**src/inc/ubt_pkg.sv**
```systemverilog
package ubt_pkg;
   // data width of each port
   localparam int unsigned DATA_W     = 18;
   // entries in each direction's buffer
   localparam int unsigned BUF_DEPTH  = 2;
   // direction indices
   localparam int unsigned DIR_AB     = 0;
   localparam int unsigned DIR_BA     = 1;
   localparam int unsigned NUM_DIR    = 2;
   // reset values
   localparam logic [DATA_W-1:0] DATA_RST = 18'h00000;
   localparam logic              OE_RST   = 1'b0;
   localparam logic              PIN_RST  = 1'b0;
   // output path latency: push, head valid, output register
   localparam int unsigned PATH_LAT   = 2;
endpackage

```
**src/hdl/ubt_fifo.sv**
```systemverilog
`timescale 1ns/1ps
// small first-in first-out store, valid/ready on both sides
module ubt_fifo #(
   parameter int unsigned WIDTH = ubt_pkg::DATA_W,
   parameter int unsigned DEPTH = ubt_pkg::BUF_DEPTH
) (
   // clock and reset
   input  wire logic             ref_clk_i,
   input  wire logic             srst_i,
   // filling side
   input  wire logic             in_valid_i,
   output logic                  in_ready_o,
   input  wire logic [WIDTH-1:0] in_data_i,
   // draining side
   output logic                  out_valid_o,
   input  wire logic             out_ready_i,
   output logic      [WIDTH-1:0] out_data_o
);
   localparam int unsigned PW = (DEPTH > 1) ? $clog2(DEPTH) : 1;

   logic [WIDTH-1:0] mem_q [DEPTH];
   logic [PW-1:0]    wr_ptr_q;
   logic [PW-1:0]    rd_ptr_q;
   logic [PW:0]      cnt_q;
   logic             push;
   logic             pop;

   // honest full and empty flags straight from the count
   assign in_ready_o  = (cnt_q != (PW+1)'(DEPTH));
   assign out_valid_o = (cnt_q != '0);
   assign out_data_o  = mem_q[rd_ptr_q];
   assign push        = in_valid_i & in_ready_o;
   assign pop         = out_valid_o & out_ready_i;

   // storage array, written only on an accepted push
   always_ff @(posedge ref_clk_i)
   begin
      if (push)
      begin
         mem_q[wr_ptr_q] <= in_data_i;
      end
   end

   // pointers wrap at the depth, which need not be a power of two
   always_ff @(posedge ref_clk_i)
   begin
      if (srst_i)
      begin
         wr_ptr_q <= '0;
         rd_ptr_q <= '0;
      end
      else
      begin
         if (push)
         begin
            wr_ptr_q <= (wr_ptr_q == PW'(DEPTH-1)) ? '0 : wr_ptr_q + 1'b1;
         end
         if (pop)
         begin
            rd_ptr_q <= (rd_ptr_q == PW'(DEPTH-1)) ? '0 : rd_ptr_q + 1'b1;
         end
      end
   end

   // occupancy count
   always_ff @(posedge ref_clk_i)
   begin
      if (srst_i)
      begin
         cnt_q <= '0;
      end
      else if (push && !pop)
      begin
         cnt_q <= cnt_q + 1'b1;
      end
      else if (pop && !push)
      begin
         cnt_q <= cnt_q - 1'b1;
      end
   end
endmodule

```
**src/hdl/ubt_transceiver.sv**
```systemverilog
`timescale 1ns/1ps
module ubt_transceiver #(
   parameter int unsigned WIDTH = ubt_pkg::DATA_W,
   parameter int unsigned DEPTH = ubt_pkg::BUF_DEPTH
) (
   // clock and reset
   input  wire logic             ref_clk_i,
   input  wire logic             srst_i,
   // port A pin, split in three
   input  wire logic [WIDTH-1:0] port_a_data_i,
   output logic      [WIDTH-1:0] port_a_data_o,
   output logic                  port_a_data_oe_o,
   // port B pin, split in three
   input  wire logic [WIDTH-1:0] port_b_data_i,
   output logic      [WIDTH-1:0] port_b_data_o,
   output logic                  port_b_data_oe_o,
   // A-to-B controls
   input  wire logic             a_to_b_output_enable_i,
   input  wire logic             a_to_b_latch_control_i,
   input  wire logic             a_to_b_clock_i,
   // B-to-A controls
   input  wire logic             b_to_a_output_enable_n_i,
   input  wire logic             b_to_a_latch_control_i,
   input  wire logic             b_to_a_clock_i,
   // buffer handshake, A-to-B
   output logic                  a_to_b_in_ready_o,
   output logic                  a_to_b_out_valid_o,
   input  wire logic             a_to_b_out_ready_i,
   // buffer handshake, B-to-A
   output logic                  b_to_a_in_ready_o,
   output logic                  b_to_a_out_valid_o,
   input  wire logic             b_to_a_out_ready_i
);
   localparam int unsigned ND = ubt_pkg::NUM_DIR;
   localparam int unsigned AB = ubt_pkg::DIR_AB;
   localparam int unsigned BA = ubt_pkg::DIR_BA;

   // per-direction views, index AB for A-to-B and BA for B-to-A
   logic [ND-1:0][WIDTH-1:0] pin_in;
   logic [ND-1:0][WIDTH-1:0] src_q;
   logic [ND-1:0][WIDTH-1:0] out_q;
   logic [ND-1:0][WIDTH-1:0] head;
   logic [ND-1:0]            le;
   logic [ND-1:0]            le_q;
   logic [ND-1:0]            clk_pin;
   logic [ND-1:0]            clk_q;
   logic [ND-1:0]            en;
   logic [ND-1:0]            oe_q;
   logic [ND-1:0]            rise;
   logic [ND-1:0]            cap;
   logic [ND-1:0]            push;
   logic [ND-1:0]            pop;
   logic [ND-1:0]            in_rdy;
   logic [ND-1:0]            head_vld;
   logic [ND-1:0]            out_rdy;
   logic [ND-1:0]            rdy_q;
   logic [ND-1:0]            vld_q;

   // true when the capture element of a direction takes its source
   function automatic logic ubt_capture(input logic latch_ctl, input logic clk_rise);
      ubt_capture = latch_ctl | clk_rise;
   endfunction

   // gather the pins into direction order
   assign pin_in[AB]  = port_a_data_i;
   assign pin_in[BA]  = port_b_data_i;
   assign le[AB]      = a_to_b_latch_control_i;
   assign le[BA]      = b_to_a_latch_control_i;
   assign clk_pin[AB] = a_to_b_clock_i;
   assign clk_pin[BA] = b_to_a_clock_i;
   assign en[AB]      = a_to_b_output_enable_i;
   assign en[BA]      = ~b_to_a_output_enable_n_i;
   assign out_rdy[AB] = a_to_b_out_ready_i;
   assign out_rdy[BA] = b_to_a_out_ready_i;

   // the port this direction drives is the source of the other one
   genvar d;
   generate
      for (d = 0; d < ND; d++)
      begin : g_dir
         // clock pin edge seen against last sample
         assign rise[d] = clk_pin[d] & ~clk_q[d];
         // latch control high or clock edge takes the source
         assign cap[d]  = ubt_capture(le[d], rise[d]);
         // a full buffer stalls capture rather than overwrite
         assign push[d] = cap[d] & in_rdy[d];
         assign pop[d]  = head_vld[d] & out_rdy[d];

         // bus hold: keep the last outside level while this block drives
         // the line itself, so our own drive never feeds back
         always_ff @(posedge ref_clk_i)
         begin
            if (srst_i)
            begin
               src_q[d] <= ubt_pkg::DATA_RST;
            end
            else if (!oe_q[ND-1-d])
            begin
               src_q[d] <= pin_in[d];
            end
         end

         // edge and level history of the direction controls
         always_ff @(posedge ref_clk_i)
         begin
            if (srst_i)
            begin
               clk_q[d] <= ubt_pkg::PIN_RST;
               le_q[d]  <= ubt_pkg::PIN_RST;
            end
            else
            begin
               clk_q[d] <= clk_pin[d];
               le_q[d]  <= le[d];
            end
         end

         // two-entry buffer between capture and output register
         ubt_fifo #(
            .WIDTH (WIDTH),
            .DEPTH (DEPTH)
         ) u_buf (
            .ref_clk_i   (ref_clk_i),
            .srst_i      (srst_i),
            .in_valid_i  (cap[d]),
            .in_ready_o  (in_rdy[d]),
            .in_data_i   (src_q[d]),
            .out_valid_o (head_vld[d]),
            .out_ready_i (out_rdy[d]),
            .out_data_o  (head[d])
         );

         // output register holds the last word: hold and freeze modes
         always_ff @(posedge ref_clk_i)
         begin
            if (srst_i)
            begin
               out_q[d] <= ubt_pkg::DATA_RST;
            end
            else if (pop[d])
            begin
               out_q[d] <= head[d];
            end
         end

         // output enable, independent of latch, clock and data
         always_ff @(posedge ref_clk_i)
         begin
            if (srst_i)
            begin
               oe_q[d] <= ubt_pkg::OE_RST;
            end
            else
            begin
               oe_q[d] <= en[d];
            end
         end

         // handshake flags registered to keep outputs flop-driven
         always_ff @(posedge ref_clk_i)
         begin
            if (srst_i)
            begin
               rdy_q[d] <= 1'b0;
               vld_q[d] <= 1'b0;
            end
            else
            begin
               rdy_q[d] <= in_rdy[d];
               vld_q[d] <= head_vld[d];
            end
         end
      end
   endgenerate

   // pins out, no inversion on the data path; only the active-low B-to-A enable is inverted, where the pins are gathered
   assign port_b_data_o      = out_q[AB];
   assign port_a_data_o      = out_q[BA];
   assign port_b_data_oe_o   = oe_q[AB];
   assign port_a_data_oe_o   = oe_q[BA];
   assign a_to_b_in_ready_o  = rdy_q[AB];
   assign b_to_a_in_ready_o  = rdy_q[BA];
   assign a_to_b_out_valid_o = vld_q[AB];
   assign b_to_a_out_valid_o = vld_q[BA];

   // helper: buffer empty at push time, for the end-to-end latency check
   logic ab_empty;
   assign ab_empty = ~head_vld[AB];
endmodule

```
**config.mk**
```make
export PLATFORM = sky130hd
export DESIGN_NAME = ubt_transceiver
export DESIGN_NICKNAME = d
export VERILOG_FILES = /design/src/inc/ubt_pkg.sv /design/src/hdl/ubt_fifo.sv /design/src/hdl/ubt_transceiver.sv
export SDC_FILE = /design/constraint.sdc
export NUM_CORES = 1
export LEC_CHECK = 0
export BUFFER_PORTS_ARGS = -buffer_cell sky130_fd_sc_hd__buf_2
export CAP_MARGIN = 20
export CORE_ASPECT_RATIO = 2
export CORE_MARGIN = 2
export CORE_UTILIZATION = 30
export CTS_BUF_LIST = sky130_fd_sc_hd__clkbuf_8
export CTS_CLUSTER_DIAMETER = 50
export DETAILED_ROUTE_END_ITERATION = 8
export SYNTH_ARGS = -nofsm -noshare
export SYNTH_HDL_FRONTEND = slang
export SYNTH_HIERARCHICAL = 1
export SYNTH_SLANG_ARGS = --single-unit
export TNS_END_PERCENT = 20
```
**constraint.sdc**
```tcl
create_clock -name ref_clk_i -period 3 [get_ports ref_clk_i]
set_input_delay 0.45 -clock ref_clk_i [delete_from_list [all_inputs] [get_ports ref_clk_i]]
set_output_delay 0.45 -clock ref_clk_i [all_outputs]
set_load 0.05 [all_outputs]
```
Yosys cells after proc, flatten, opt, wreduce, memory -nomap -nowiden --
Memory sizes are Yosys's and may differ from the RTL's. A register that Yosys moved wholly into a read port is not among the register bits. Index checks and enable logic that the tools add are counted. W data, S select, Z words.
Cells by class: multiplexer cells 12, multipliers 0, add/subtract/negate cells 8, bitwise operators 11, magnitude comparators 0, div/mod/pow operators 0, shift operators 0, reductions and logical operators 12, eq/ne operators 2
Operators with widths (count):
- $mux W1 | 8
- $mux W2 | 4
- $reduce_bool A2 Y1 | 4
- $and A1 B1 Y1 | 6
- $add A1 B1 Y1 const B | 4
- $add A2 B1 Y2 const B | 2
- $logic_and A1 B1 Y1 | 4
- $logic_not A1 Y1 | 4
- $ne A2 B2 Y1 const B | 2
- $sub A2 B1 Y2 const B | 2
- $not A1 Y1 | 3
- $or A1 B1 Y1 | 2
Word-level totals: input port bits 46, RAM bits 72, ROM bits 0, memories 2, register bits after elaboration 52, latch bits 0, word-level logic and storage cells 63
Memory list:
- g_dir[0].u_buf.mem_q | depth 2, bits a word 18, rd ports 1, clocked after memory_dff 1, wr ports 1, line ubt_fifo.sv:21 | logic [WIDTH-1:0] mem_q [DEPTH];
- g_dir[1].u_buf.mem_q | depth 2, bits a word 18, rd ports 1, clocked after memory_dff 1, wr ports 1, line ubt_fifo.sv:21

Logic depth before layout (Yosys ltp) --
Gate-level depths: netlist of the first run.
depth after elaboration 8, mapped depth 7, depth with buffers taken out 7

Modules after synthesis --
The synthesis of the first run kept the hierarchy.
Modules (own cells, without submodules):
- ubt_transceiver | cells an instance 301, instances 1, seq. area each 1601.5 µm², area an instance 3223.1 µm²
- ubt_fifo | cells an instance 80, instances 2, seq. area each 1181.1 µm², area an instance 1519.0 µm²

Least setup slack after synthesis of the first run --
Ideal clock, no wire load.
kind input to register, start point input port a_to_b_latch_control_i, end point register g_dir[0].u_buf.cnt_q[1], data required time 2930 ps, arrival time 1504 ps, buffers on the path 0, cell stages on the path 5, slack 1426 ps, setup time 70 ps, cell sequence a21o_1 > and2_1 > ha_1 > or3_1 > a21oi_1
On the way: cells in the longest elaborated chain, start to end 5, elaborated cells between the ends (all ways) 7, those cells by class 1 x mux; 2 x bitwise; 4 x reduce/logical
RTL lines:
- start: declaration | line ubt_transceiver.sv:19 | input wire logic a_to_b_latch_control_i,
- $or A1 B1 Y1 * | line ubt_transceiver.sv:61 | ubt_capture = latch_ctl | clk_rise;
- $and A1 B1 Y1 * | line ubt_fifo.sv:32 | assign push = in_valid_i & in_ready_o;
- named net g_dir[0].u_buf.push | line ubt_fifo.sv:25 | logic push;
- $logic_not A1 Y1 | line ubt_fifo.sv:76 | else if (pop && !push)
- $logic_and A1 B1 Y1 | line ubt_fifo.sv:76
- $reduce_bool A2 Y1 (no line)
- end signal: assignment | line ubt_fifo.sv:74 | cnt_q <= cnt_q + 1'b1;
- end signal: assignment | line ubt_fifo.sv:78 | cnt_q <= cnt_q - 1'b1;
- end: declaration | line ubt_fifo.sv:24 | logic [PW:0] cnt_q;
The timed path passes the listed nets; every way through them passes the cells marked *. A chain may end at the register's enable or synchronous reset.

Worst setup path in the final report of the first run --
start point register oe_q[0], in the netlist port_b_data_oe_o, end point output port port_b_data_oe_o
RTL lines:
- start: declaration | line ubt_transceiver.sv:48 | logic [ND-1:0] oe_q;
- start signal: indexed assignment | line ubt_transceiver.sv:151 | oe_q[d] <= ubt_pkg::OE_RST;
- start signal: indexed assignment | line ubt_transceiver.sv:155 | oe_q[d] <= en[d];
- end: declaration | line ubt_transceiver.sv:16 | output logic port_b_data_oe_o,
No word-level cell between the ends.

==> results of run 1 <==
[Yosys cell counts]
| library cell | instances |
|---|---|
| dfxtp_1 | 90 |
| nand3_1 | 36 |
| or2_2 | 2 |
| and3_1 | 2 |
| a21o_1 | 2 |
| buf_6 | 14 |
| inv_1 | 4 |
| clkbuf_2 | 1 |
| buf_2 | 14 |
| nand2b_1 | 2 |
| or3_1 | 2 |
| o21ai_0 | 4 |
| mux2i_1 | 36 |
| edfxtp_1 | 72 |
| xor2_1 | 6 |
| buf_4 | 2 |
| nor2b_1 | 7 |
| a21oi_2 | 22 |
| a21bo_2 | 14 |
| buf_8 | 2 |
| a21oi_1 | 18 |
| a21bo_1 | 24 |
| ha_1 | 2 |
| nand3b_1 | 2 |
| mux2_2 | 36 |
| nor2_1 | 43 |
| and2_1 | 2 |
[cells by family (layout without fill, tap and decap cells)]
family,count (synthesis),count (layout),share of synthesized area
XOR/XNOR,6,6,0.008393
flip-flops,162,162,0.6331
AND/OR/NAND/NOR,98,98,0.07394
buffers and inverters,37,128,0.04676
AO/OA/AOI/OAI,84,84,0.1115
adder cells (fa/ha/maj),2,2,0.003996
multiplexers,72,72,0.1223
[power breakdown]
| part | leakage, nW | internal (mW) | switching (mW) |
|---|---|---|---|
| clock | 0.221 | 0.888 | 0.812 |
| sequential | 1.44 | 2.75 | 0.218 |
| combinational | 1.15 | 0.603 | 1.07 |
[routing by layer]
metal  vias up  GRT usage  share of wire
met2        68     0.2045           0.56
li1       1799          -              -
met3        14    0.02318          0.027
met1      1721     0.1047           0.38
met5         -          0              0
met4         0    0.06034          0.026
[flip-flops by register name (all words and copies together), names as in the netlist, named ones only]
signal and count:
b_to_a_in_ready_o 1, g_dir.u_buf/cnt_q 4, g_dir.u_buf/wr_ptr_q 2, port_b_data_o 18, a_to_b_out_valid_o 1, clk_q 2, g_dir.u_buf/rd_ptr_q 2, g_dir.u_buf/mem_q 72
b_to_a_out_valid_o 1, a_to_b_in_ready_o 1, src_q 36, port_b_data_oe_o 1, port_a_data_oe_o 1, port_a_data_o 18
[area by class of cell]
class                   instances  area share
flip-flops and latches        162      0.5470
multi-input cells             262      0.2766
repair buffers                 92     0.06837
well taps                     266     0.04593
clock buffers                  19     0.03608
clock inverters                13     0.02400
inverters                       4    0.002072
[how the worst max path moves through the flow]
stage	from	end	slack, ns
after floorplan	a_to_b_latch_control_i	g_dir[0].u_buf/cnt_q[1]	1.43
after global placement	b_to_a_clock_i	g_dir[1].u_buf/mem_q[1][11]	1.17
after detailed placement	b_to_a_clock_i	g_dir[1].u_buf/mem_q[1][14]	1.14
after CTS	port_b_data_oe_o	port_b_data_oe_o	1.09
after global routing	port_b_data_oe_o	port_b_data_oe_o	1.07
final	port_b_data_oe_o	port_b_data_oe_o	1.16
[metrics by stage]
step                  util  power [mW]  worst slack (ns)
detailed placement  0.3315       4.705             1.138
global route        0.3542       6.698             1.075
CTS                 0.3528       6.444             1.094
global placement    0.3315       4.653             1.175
floorplan                -       4.459             1.426
finish              0.3542       6.342             1.155
[critical path, cell delays in order (launching register included)]
cell	delay (ns)
dfxtp_1	0.32
buf_4	0.31
buf_2	0.34
==> flow_summary.yaml, run 1 <==
yosys:
  synth_top_area_frac: 0.3453
  synth.distinct_cells: 27
  ys_seq_area_frac: 0.6331
  synth_seq_cells: 162
  ys_warn_count: 6
  synth_area_leaders: "edfxtp_1 (35%), dfxtp_1 (29%), mux2_2 (6.5%)"
  synth_top_cell_by_area: "edfxtp_1"
  synth_area_um2: 6261
  syn_avg_cell_area_um2: 13.58
  syn-num-nets: 509
  synth_cells: 461
layout:
  area_growth_pct: 15.75
  layout.nets: 587
  final_cell_area_um2: 7247
  drive_gt1_frac: 0.3587
  layout_commonest_cell: "dfxtp_1"
  instances_no_fill: 818
  regArea_um2: 3964
  layout_common_cells: "dfxtp_1 (90), buf_2 (86), edfxtp_1 (72), nor2_1 (43)"
  multi_input_area_um2: 2004
  num_antenna_cells: 0
  n_fill_cell: 1996
sta:
  relSlewSlack: 0.4203
  min_period_ns: 1.845
  fin_tns_setup_ns: 0
  final-setup-viol-count: 0
  holdWs_ns: 0.1691
  rsz0062_at_grt: "no"
  drv_slew: 0
  worstMarginPinSlew_ns: 0.8696
  max_freq_mhz: 542.1
  hold_violations: 0
  period_share: 0.6149
  finClkSkew_ns: 0.01262
hold_path:
  hold_end: "port_a_data_oe_o"
  min_from: "b_to_a_output_enable_n_i"
  hp-class: "input pin to register"
  whs_path_depth: 2
drt:
  antenna_left: 0
  num_vias: 3602
  wl_um: 11640
  drc_errors: 0
  post_drt_wl_per_cell_um: 14.23
  drt_iter0_drc: 110
  via_per_inst: 4.403
  first_pass_iters: 4
floorplanning:
  die_x_um: 106.2
  core_area_um2: 20460
  rows: 74
  die_y_um: 208.3
  boundaryPins: 88
  initial_core_util: 0.3060
  die-area_um2: 22110
worst_setup_path:
  reg2reg_depth: 2
  startpoint_type: "register"
  cp.required_ns: 2.55
  worstPathArrival_ns: 1.39
  cp_max_fo: 19
  reg2reg_from: "g_dir[0].u_buf/cnt_q[0]"
  worst_setup_path_end_kind: "output pin"
  path_class: "register to output pin"
  r2r_end: "g_dir[0].u_buf/mem_q[1][0]"
  reg2reg_slack_ns: 1.24
clock_tree:
  ctsHoldBuffers: 0
  root_buffer: "clkbuf_8"
  cts_tree: "built"
  clock_path_buffers: 2
  post_cts_buffers: 0
  cts-resized-gates: 0
  cts.clk_slew.worst_paths_ns: 0.09
  cts_sinks: 162
  h-tree-depth: 4
  cts_made_buffers: 17
  clock_latency_ns: 0.43
global_routing:
  grt_max_degree: 91
  gr-total-overflow: 0
  antenna_found_initial: 0
  grt_pass1_wl_um: 18570
  grt_usage: 0.1078
  grt_pass1_vias: 3737
pwr:
  max-vdd-ir-drop_mv: 0.3741
  p_per_area_nw_per_um2: 875.1
  p_leak_nw: 2.811
job:
  cap_violations: 0
place:
  gp_congestion: 0.7297
  place_inst: 785
  dp_hpwl_um: 7978
  placed_area_um2: 6784
  port_buffers: 87
status:
  status: "finished clean"
(Power assumes the default switching activity.)
==> run 2: changes to the inputs <==
ABC_AREA = 1   (was not set)
clock period = 1.9 ns   (was 3 ns; I/O delays follow)
==> run 2 against run 1 <==
Net effect:
- worst hold slack got worse by 0.11 ns
- core utilization decreased by 0.12 points
- flip-flop and latch count unchanged
- worst setup slack got worse by 0.86 ns
- non-clock buffer count increased by 7
- synthesized cell count increased by 29%
- die area increased by 0.88%
- sequential power increased by 61%
- first-iteration DRC count increased by 64%
- largest cell class unchanged
- highest routed layer unchanged
==> flow_summary.yaml, run 2 <==
worst_setup_path:
  cp_num_buf_inv: 2
  cp.required_ns: 1.62
  startpoint_type: "register"
  cp_max_fo: 20
  crit_path_start: "port_b_data_oe_o"
  slowest_delay_ns: 0.32
  critical-path-top-delay-family: "buffers and inverters"
  worst_setup_path_end_kind: "output pin"
  crit_slowest_cell: "dfxtp_1"
  path_class: "register to output pin"
  worstPathArrival_ns: 1.32
  path_cells: "buf_4 -> buf_2"
  reg2reg_from: "g_dir[0].u_buf/cnt_q[0]"
sta:
  hold_violations: 0
  relSlewSlack: 0.7345
  drv_slew: 0
  fin_tns_setup_ns: 0
  max_freq_mhz: 622.4
  min_period_ns: 1.607
  holdWs_ns: 0.06067
  finClkSkew_ns: 0.01135
  rsz0062_at_grt: "no"
  worstMarginPinSlew_ns: 0.3983
  final-setup-viol-count: 0
  period_share: 0.8456
pwr:
  p_per_area_nw_per_um2: 1462
  max-vdd-ir-drop_mv: 0.5316
  total_power_mw: 10.75
  p_leak_nw: 3.339
drt:
  drt_iter0_drc: 180
  num_vias: 3970
  first_pass_iters: 5
  wl_um: 11500
  antenna_left: 0
  drc_errors: 0
  post_drt_wl_per_cell_um: 11.83
  via_per_inst: 4.084
global_routing:
  grt_pass1_vias: 3907
  gr-total-overflow: 0
  grt_max_degree: 73
  antenna_found_initial: 0
  grt_usage: 0.1109
  grt_pass1_wl_um: 18670
layout:
  finalCoreUtilization: 0.3530
  layout.nets: 738
  reg_top3: "g_dir.u_buf/mem_q: 72 flops, src_q: 36 flops"
  regArea_um2: 3964
  layout_common_cells: "nor2_1 (154), nand2_1 (90), dfxtp_1 (90), buf_2 (87), edfxtp_1 (72)"
  n_fill_cell: 2185
  multi_input_area_um2: 1824
  drive_gt1_frac: 0.2688
  num_antenna_cells: 0
  area_growth_pct: 16.40
  largest_register_ffs: 72
  layout_commonest_cell: "nor2_1"
  top_register: "g_dir.u_buf/mem_q"
yosys:
  synth_top_area_frac: 0.3422
  synthMuxAreaShare: 0.07605
  synth-edff-count: 72
  synth_top_family_by_area: "simple AND/OR/NAND/NOR gates"
  synth_seq_cells: 162
  synth_area_um2: 6317
  syn-num-nets: 644
  syn_avg_cell_area_um2: 10.60
  ys_warn_count: 6
  synth_commonest_cells: "nor2_1 (156), dfxtp_1 (90), nand2_1 (90), edfxtp_1 (72), inv_1 (59)"
  synth_top_cell_by_area: "edfxtp_1"
  synth.distinct_cells: 25
  yosys.area_share.xor_xnor: 0
  synthFlopType: "dfxtp_1"
  synthArstFlopShare: 0
  yosysMostFrequentCell: "nor2_1"
  synth_cells: 596
  synth_compound_area_frac: 0.04318
  synth_simple_gate_area_frac: 0.1648
  synth_area_leaders: "edfxtp_1 (34%), dfxtp_1 (29%), nor2_1 (9.3%)"
  synthAdderAreaFrac: 0.003961
  ys_seq_area_frac: 0.6275
clock_tree:
  ctsHoldBuffers: 4
  cts_made_buffers: 17
  clock_path_buffers: 2
  cts.clk_slew.worst_paths_ns: 0.08
  cts_tree: "built"
  clock_latency_ns: 0.45
  cts-resized-gates: 0
  cts_sinks: 162
  post_cts_buffers: 0
  h-tree-depth: 4
  root_buffer: "clkbuf_8"
status:
  status: "finished clean"
floorplanning:
  core_area_um2: 20830
  boundaryPins: 88
  initial_core_util: 0.3032
  die-area_um2: 22300
  rows: 75
  die_y_um: 209.2
  die_x_um: 106.6
place:
  gp_congestion: 0.7026
  dp_hpwl_um: 8161
  port_buffers: 87
hold_path:
  hp-class: "input pin to register"
  min_from: "port_a_data_i[0]"
job:
  cap_violations: 0
[run 2: changes by cell type after synthesis, moves of 22 or more]
cell | before | now
nor2_1 | 43 | 156
nand2_1 | 0 | 90
inv_1 | 4 | 59
mux2i_1 | 36 | 0
nand3_1 | 36 | 4
o21ai_1 | 0 | 25
a21bo_1 | 24 | 0
a21oi_2 | 22 | 0
[run 2: area by class of cell]
cell class                 count  area share
clock buffer                  18     0.03369
clock inverter                14     0.02416
inverter                      62     0.03471
multi-input combinational    348      0.2481
sequential                   162      0.5391
tap                          269     0.04577
timing repair buffer          99     0.07453
[run 2: cell families (layout without fill, tap and decap cells)]
family	count (synthesis)	after routing
AOI/OAI and AO/OA	46	46
adders and majority gates	2	2
muxes	36	36
DFF	162	162
and+or+nand+nor	264	264
buffers and inverters	86	193
[run 2: metal layers]
metal,routed length (µm),GRT usage
met2,6655,0.2174
met5,0,0
met3,370,0.03119
met1,4191,0.09940
met4,280,0.05553
[run 2: through the flow]
stage | setup slack (ns) | instance area (µm²) | instances
6_report | 0.2934 | 7353 | 972
3_5_place_dp | 0.3991 | 6888 | 936
5_1_grt | 0.1708 | 7353 | 972
2_1_floorplan | 0.1918 | 6317 | 596
3_3_place_gp | 0.4550 | 6888 | 936
4_1_cts | 0.2075 | 7353 | 972
[run 2: final timing paths]
path                            endpoint  slack (ns)  cells after the start
min                             src_q[0]        0.06                      3
max reg2reg      g_dir[0].u_buf/cnt_q[1]        0.41                     10
max                     port_b_data_oe_o        0.29                      2
min reg2reg  g_dir[1].u_buf/mem_q[0][11]        0.46                      0
[run 2: report_power, final]
group	switching, mW	internal, mW
Clock	1.27	1.35
Sequential	0.299	4.48
Combinational	2.29	1.07
Total	3.85	6.90
[run 2: worst reg2reg max path, cell delays in order, from the launching register on]
cell     delay, ns
dfxtp_1       0.32
inv_1         0.12
nand2_1       0.10
nand2_1       0.15
inv_1         0.08
ha_1          0.31
inv_1         0.09
nand3_1       0.08
nand2_1       0.06
inv_1         0.04
nor2_1        0.09
==> run 3: changes to the inputs <==
clock period = 1.3 ns   (was 1.9 ns; I/O delays follow)
==> run 3 against run 2 <==
Net effect:
- non-clock buffer count rose by 50
- die area did not move
- power rose by 54%
- sequential share of layout area fell by 5.0 points
- critical path depth did not move
- largest cell class unchanged
==> flow_summary.yaml, run 3 (synthesis results as in run 2) <==
layout:
  largest_register_ffs: 72
  top_register: "g_dir.u_buf/mem_q"
  area_growth_pct: 28.52
  drive_gt1_frac: 0.2935
  instances_no_fill: 1022
  reg_top3: "g_dir.u_buf/mem_q: 72 flops, src_q: 36 flops"
  layout_commonest_cell: "nor2_1"
  layout_common_cells: "nor2_1 (152), nand2_1 (86), dfxtp_1 (86), edfxtp_1 (72), buf_2 (57)"
  num_antenna_cells: 0
  finalCoreUtilization: 0.3897
  n_fill_cell: 2072
  layout.nets: 788
drt:
  post_drt_wl_per_cell_um: 11.75
  first_pass_iters: 4
  num_vias: 4139
  via_per_inst: 4.050
  drc_errors: 0
  drt_iter0_drc: 180
  antenna_left: 0
  wl_um: 12010
clock_tree:
  cts_made_buffers: 17
  clock_path_buffers: 2
  h-tree-depth: 4
  clock_latency_ns: 0.45
  cts_sinks: 162
  root_buffer: "clkbuf_8"
  cts_tree: "built"
  cts.clk_slew.worst_paths_ns: 0.08
worst_setup_path:
  cp.required_ns: 1.11
  startpoint_type: "register"
  path_cells: "buf_12 -> buf_12"
  cpMostUsedCell: "buf_12"
  cp_max_fo: 10
  worst_setup_path_end_kind: "output pin"
  worstPathArrival_ns: 1.09
  path_class: "register to output pin"
  crit_slowest_cell: "dfxtp_4"
  cp_num_buf_inv: 2
  slowest_delay_ns: 0.36
  critical-path-top-delay-family: "flip-flops"
job:
  cap_violations: 0
sta:
  hold_violations: 0
  worstMarginPinSlew_ns: 0.3672
  rsz0062_at_grt: "yes"
  period_share: 0.9914
  relSlewSlack: 0.7552
  max_freq_mhz: 775.9
  drv_slew: 0
  finClkSkew_ns: 0.01240
  final-setup-viol-count: 0
  finalWorstSetupSlack_ns: 0.01124
  min_period_ns: 1.289
floorplanning:
  rows: 75
  initial_core_util: 0.3032
  die_x_um: 106.6
  core_area_um2: 20830
  boundaryPins: 88
  die-area_um2: 22300
  die_y_um: 209.2
place:
  gp_congestion: 0.7611
  dp_hpwl_um: 8172
  place_inst: 949
  pre_cts_slack_ns: -0.02090
  port_buffers: 87
global_routing:
  grt_pass1_vias: 3917
  grt_pass1_wl_um: 18690
  gr-total-overflow: 0
  grt_usage: 0.1108
  antenna_found_initial: 0
  grt_max_degree: 73
pwr:
  max-vdd-ir-drop_mv: 0.8283
  p_per_area_nw_per_um2: 2040
  p_leak_nw: 3.611
  total_power_mw: 16.56
hold_path:
  hp-class: "input pin to register"
status:
  status: "finished clean"
[run 3: path summary, 6_finish.rpt]
| path | startpoint | end | slack (ns) | cells after the start |
|---|---|---|---|---|
| worst max-delay path | port_b_data_oe_o | port_b_data_oe_o | 0.01 | 2 |
| worst min-delay path | a_to_b_clock_i | clk_q[0] | 0.08 | 4 |
| worst max register to register | g_dir[1].u_buf/cnt_q[0] | g_dir[1].u_buf/mem_q[0][11] | 0.01 | 6 |
| worst min register to register | src_q[28] | g_dir[1].u_buf/mem_q[1][10] | 0.45 | 0 |
[run 3: worst min-delay path: cells and delay by family]
family / cells / cell delay (ns)
buf+inv: 3 / 0.27
simple gates: 1 / 0.03
[run 3: stage by stage]
step	setup TNS [ns]	cell area (µm²)	hold WS, ns
global route	-1.810	8119	0.05333
CTS	-0.03985	8018	0.03668
floorplan	-9.782	6327	0.2674
finish	0	8119	0.07898
detailed placement	-0.2073	7091	0.3541
global placement	-0.07737	7091	0.3518
[run 3: final cells by class]
type                            count  area (µm²)  area share
Sequential cell                   162        3971      0.4891
Multi-Input combinational cell    348        1883      0.2319
Timing Repair Buffer              149        1250      0.1540
Tap cell                          269       336.6     0.04145
Clock buffer                       20       275.3     0.03390
Inverter                           62       255.2     0.03144
Clock inverter                     12       147.6     0.01818
[run 3: what timing repair did]
item	CTS	global route
hold buffers	39	0
endpoints found under the hold margin	39	0
buffers inserted	1	0
endpoints found under the setup margin	56	112
pin swaps	0	1
gates cloned	1	0
resized for setup	30	29
[run 3: metal layers]
| metal | up-vias | global-route usage | part of all wire |
|---|---|---|---|
| met3 | 19 | 0.02495 | 0.027 |
| met4 | 0 | 0.06180 | 0.029 |
| met1 | 1867 | 0.09504 | 0.36 |
| li1 | 2186 | - | - |
| met5 | - | 0 | 0 |
| met2 | 67 | 0.2231 | 0.59 |
[run 3: power by group]
part	leakage [nW]	internal, mW	switching (mW)
clock network	0.214	1.91	1.90
logic	1.95	2.27	3.45
registers	1.45	6.55	0.474
total	3.61	10.7	5.83
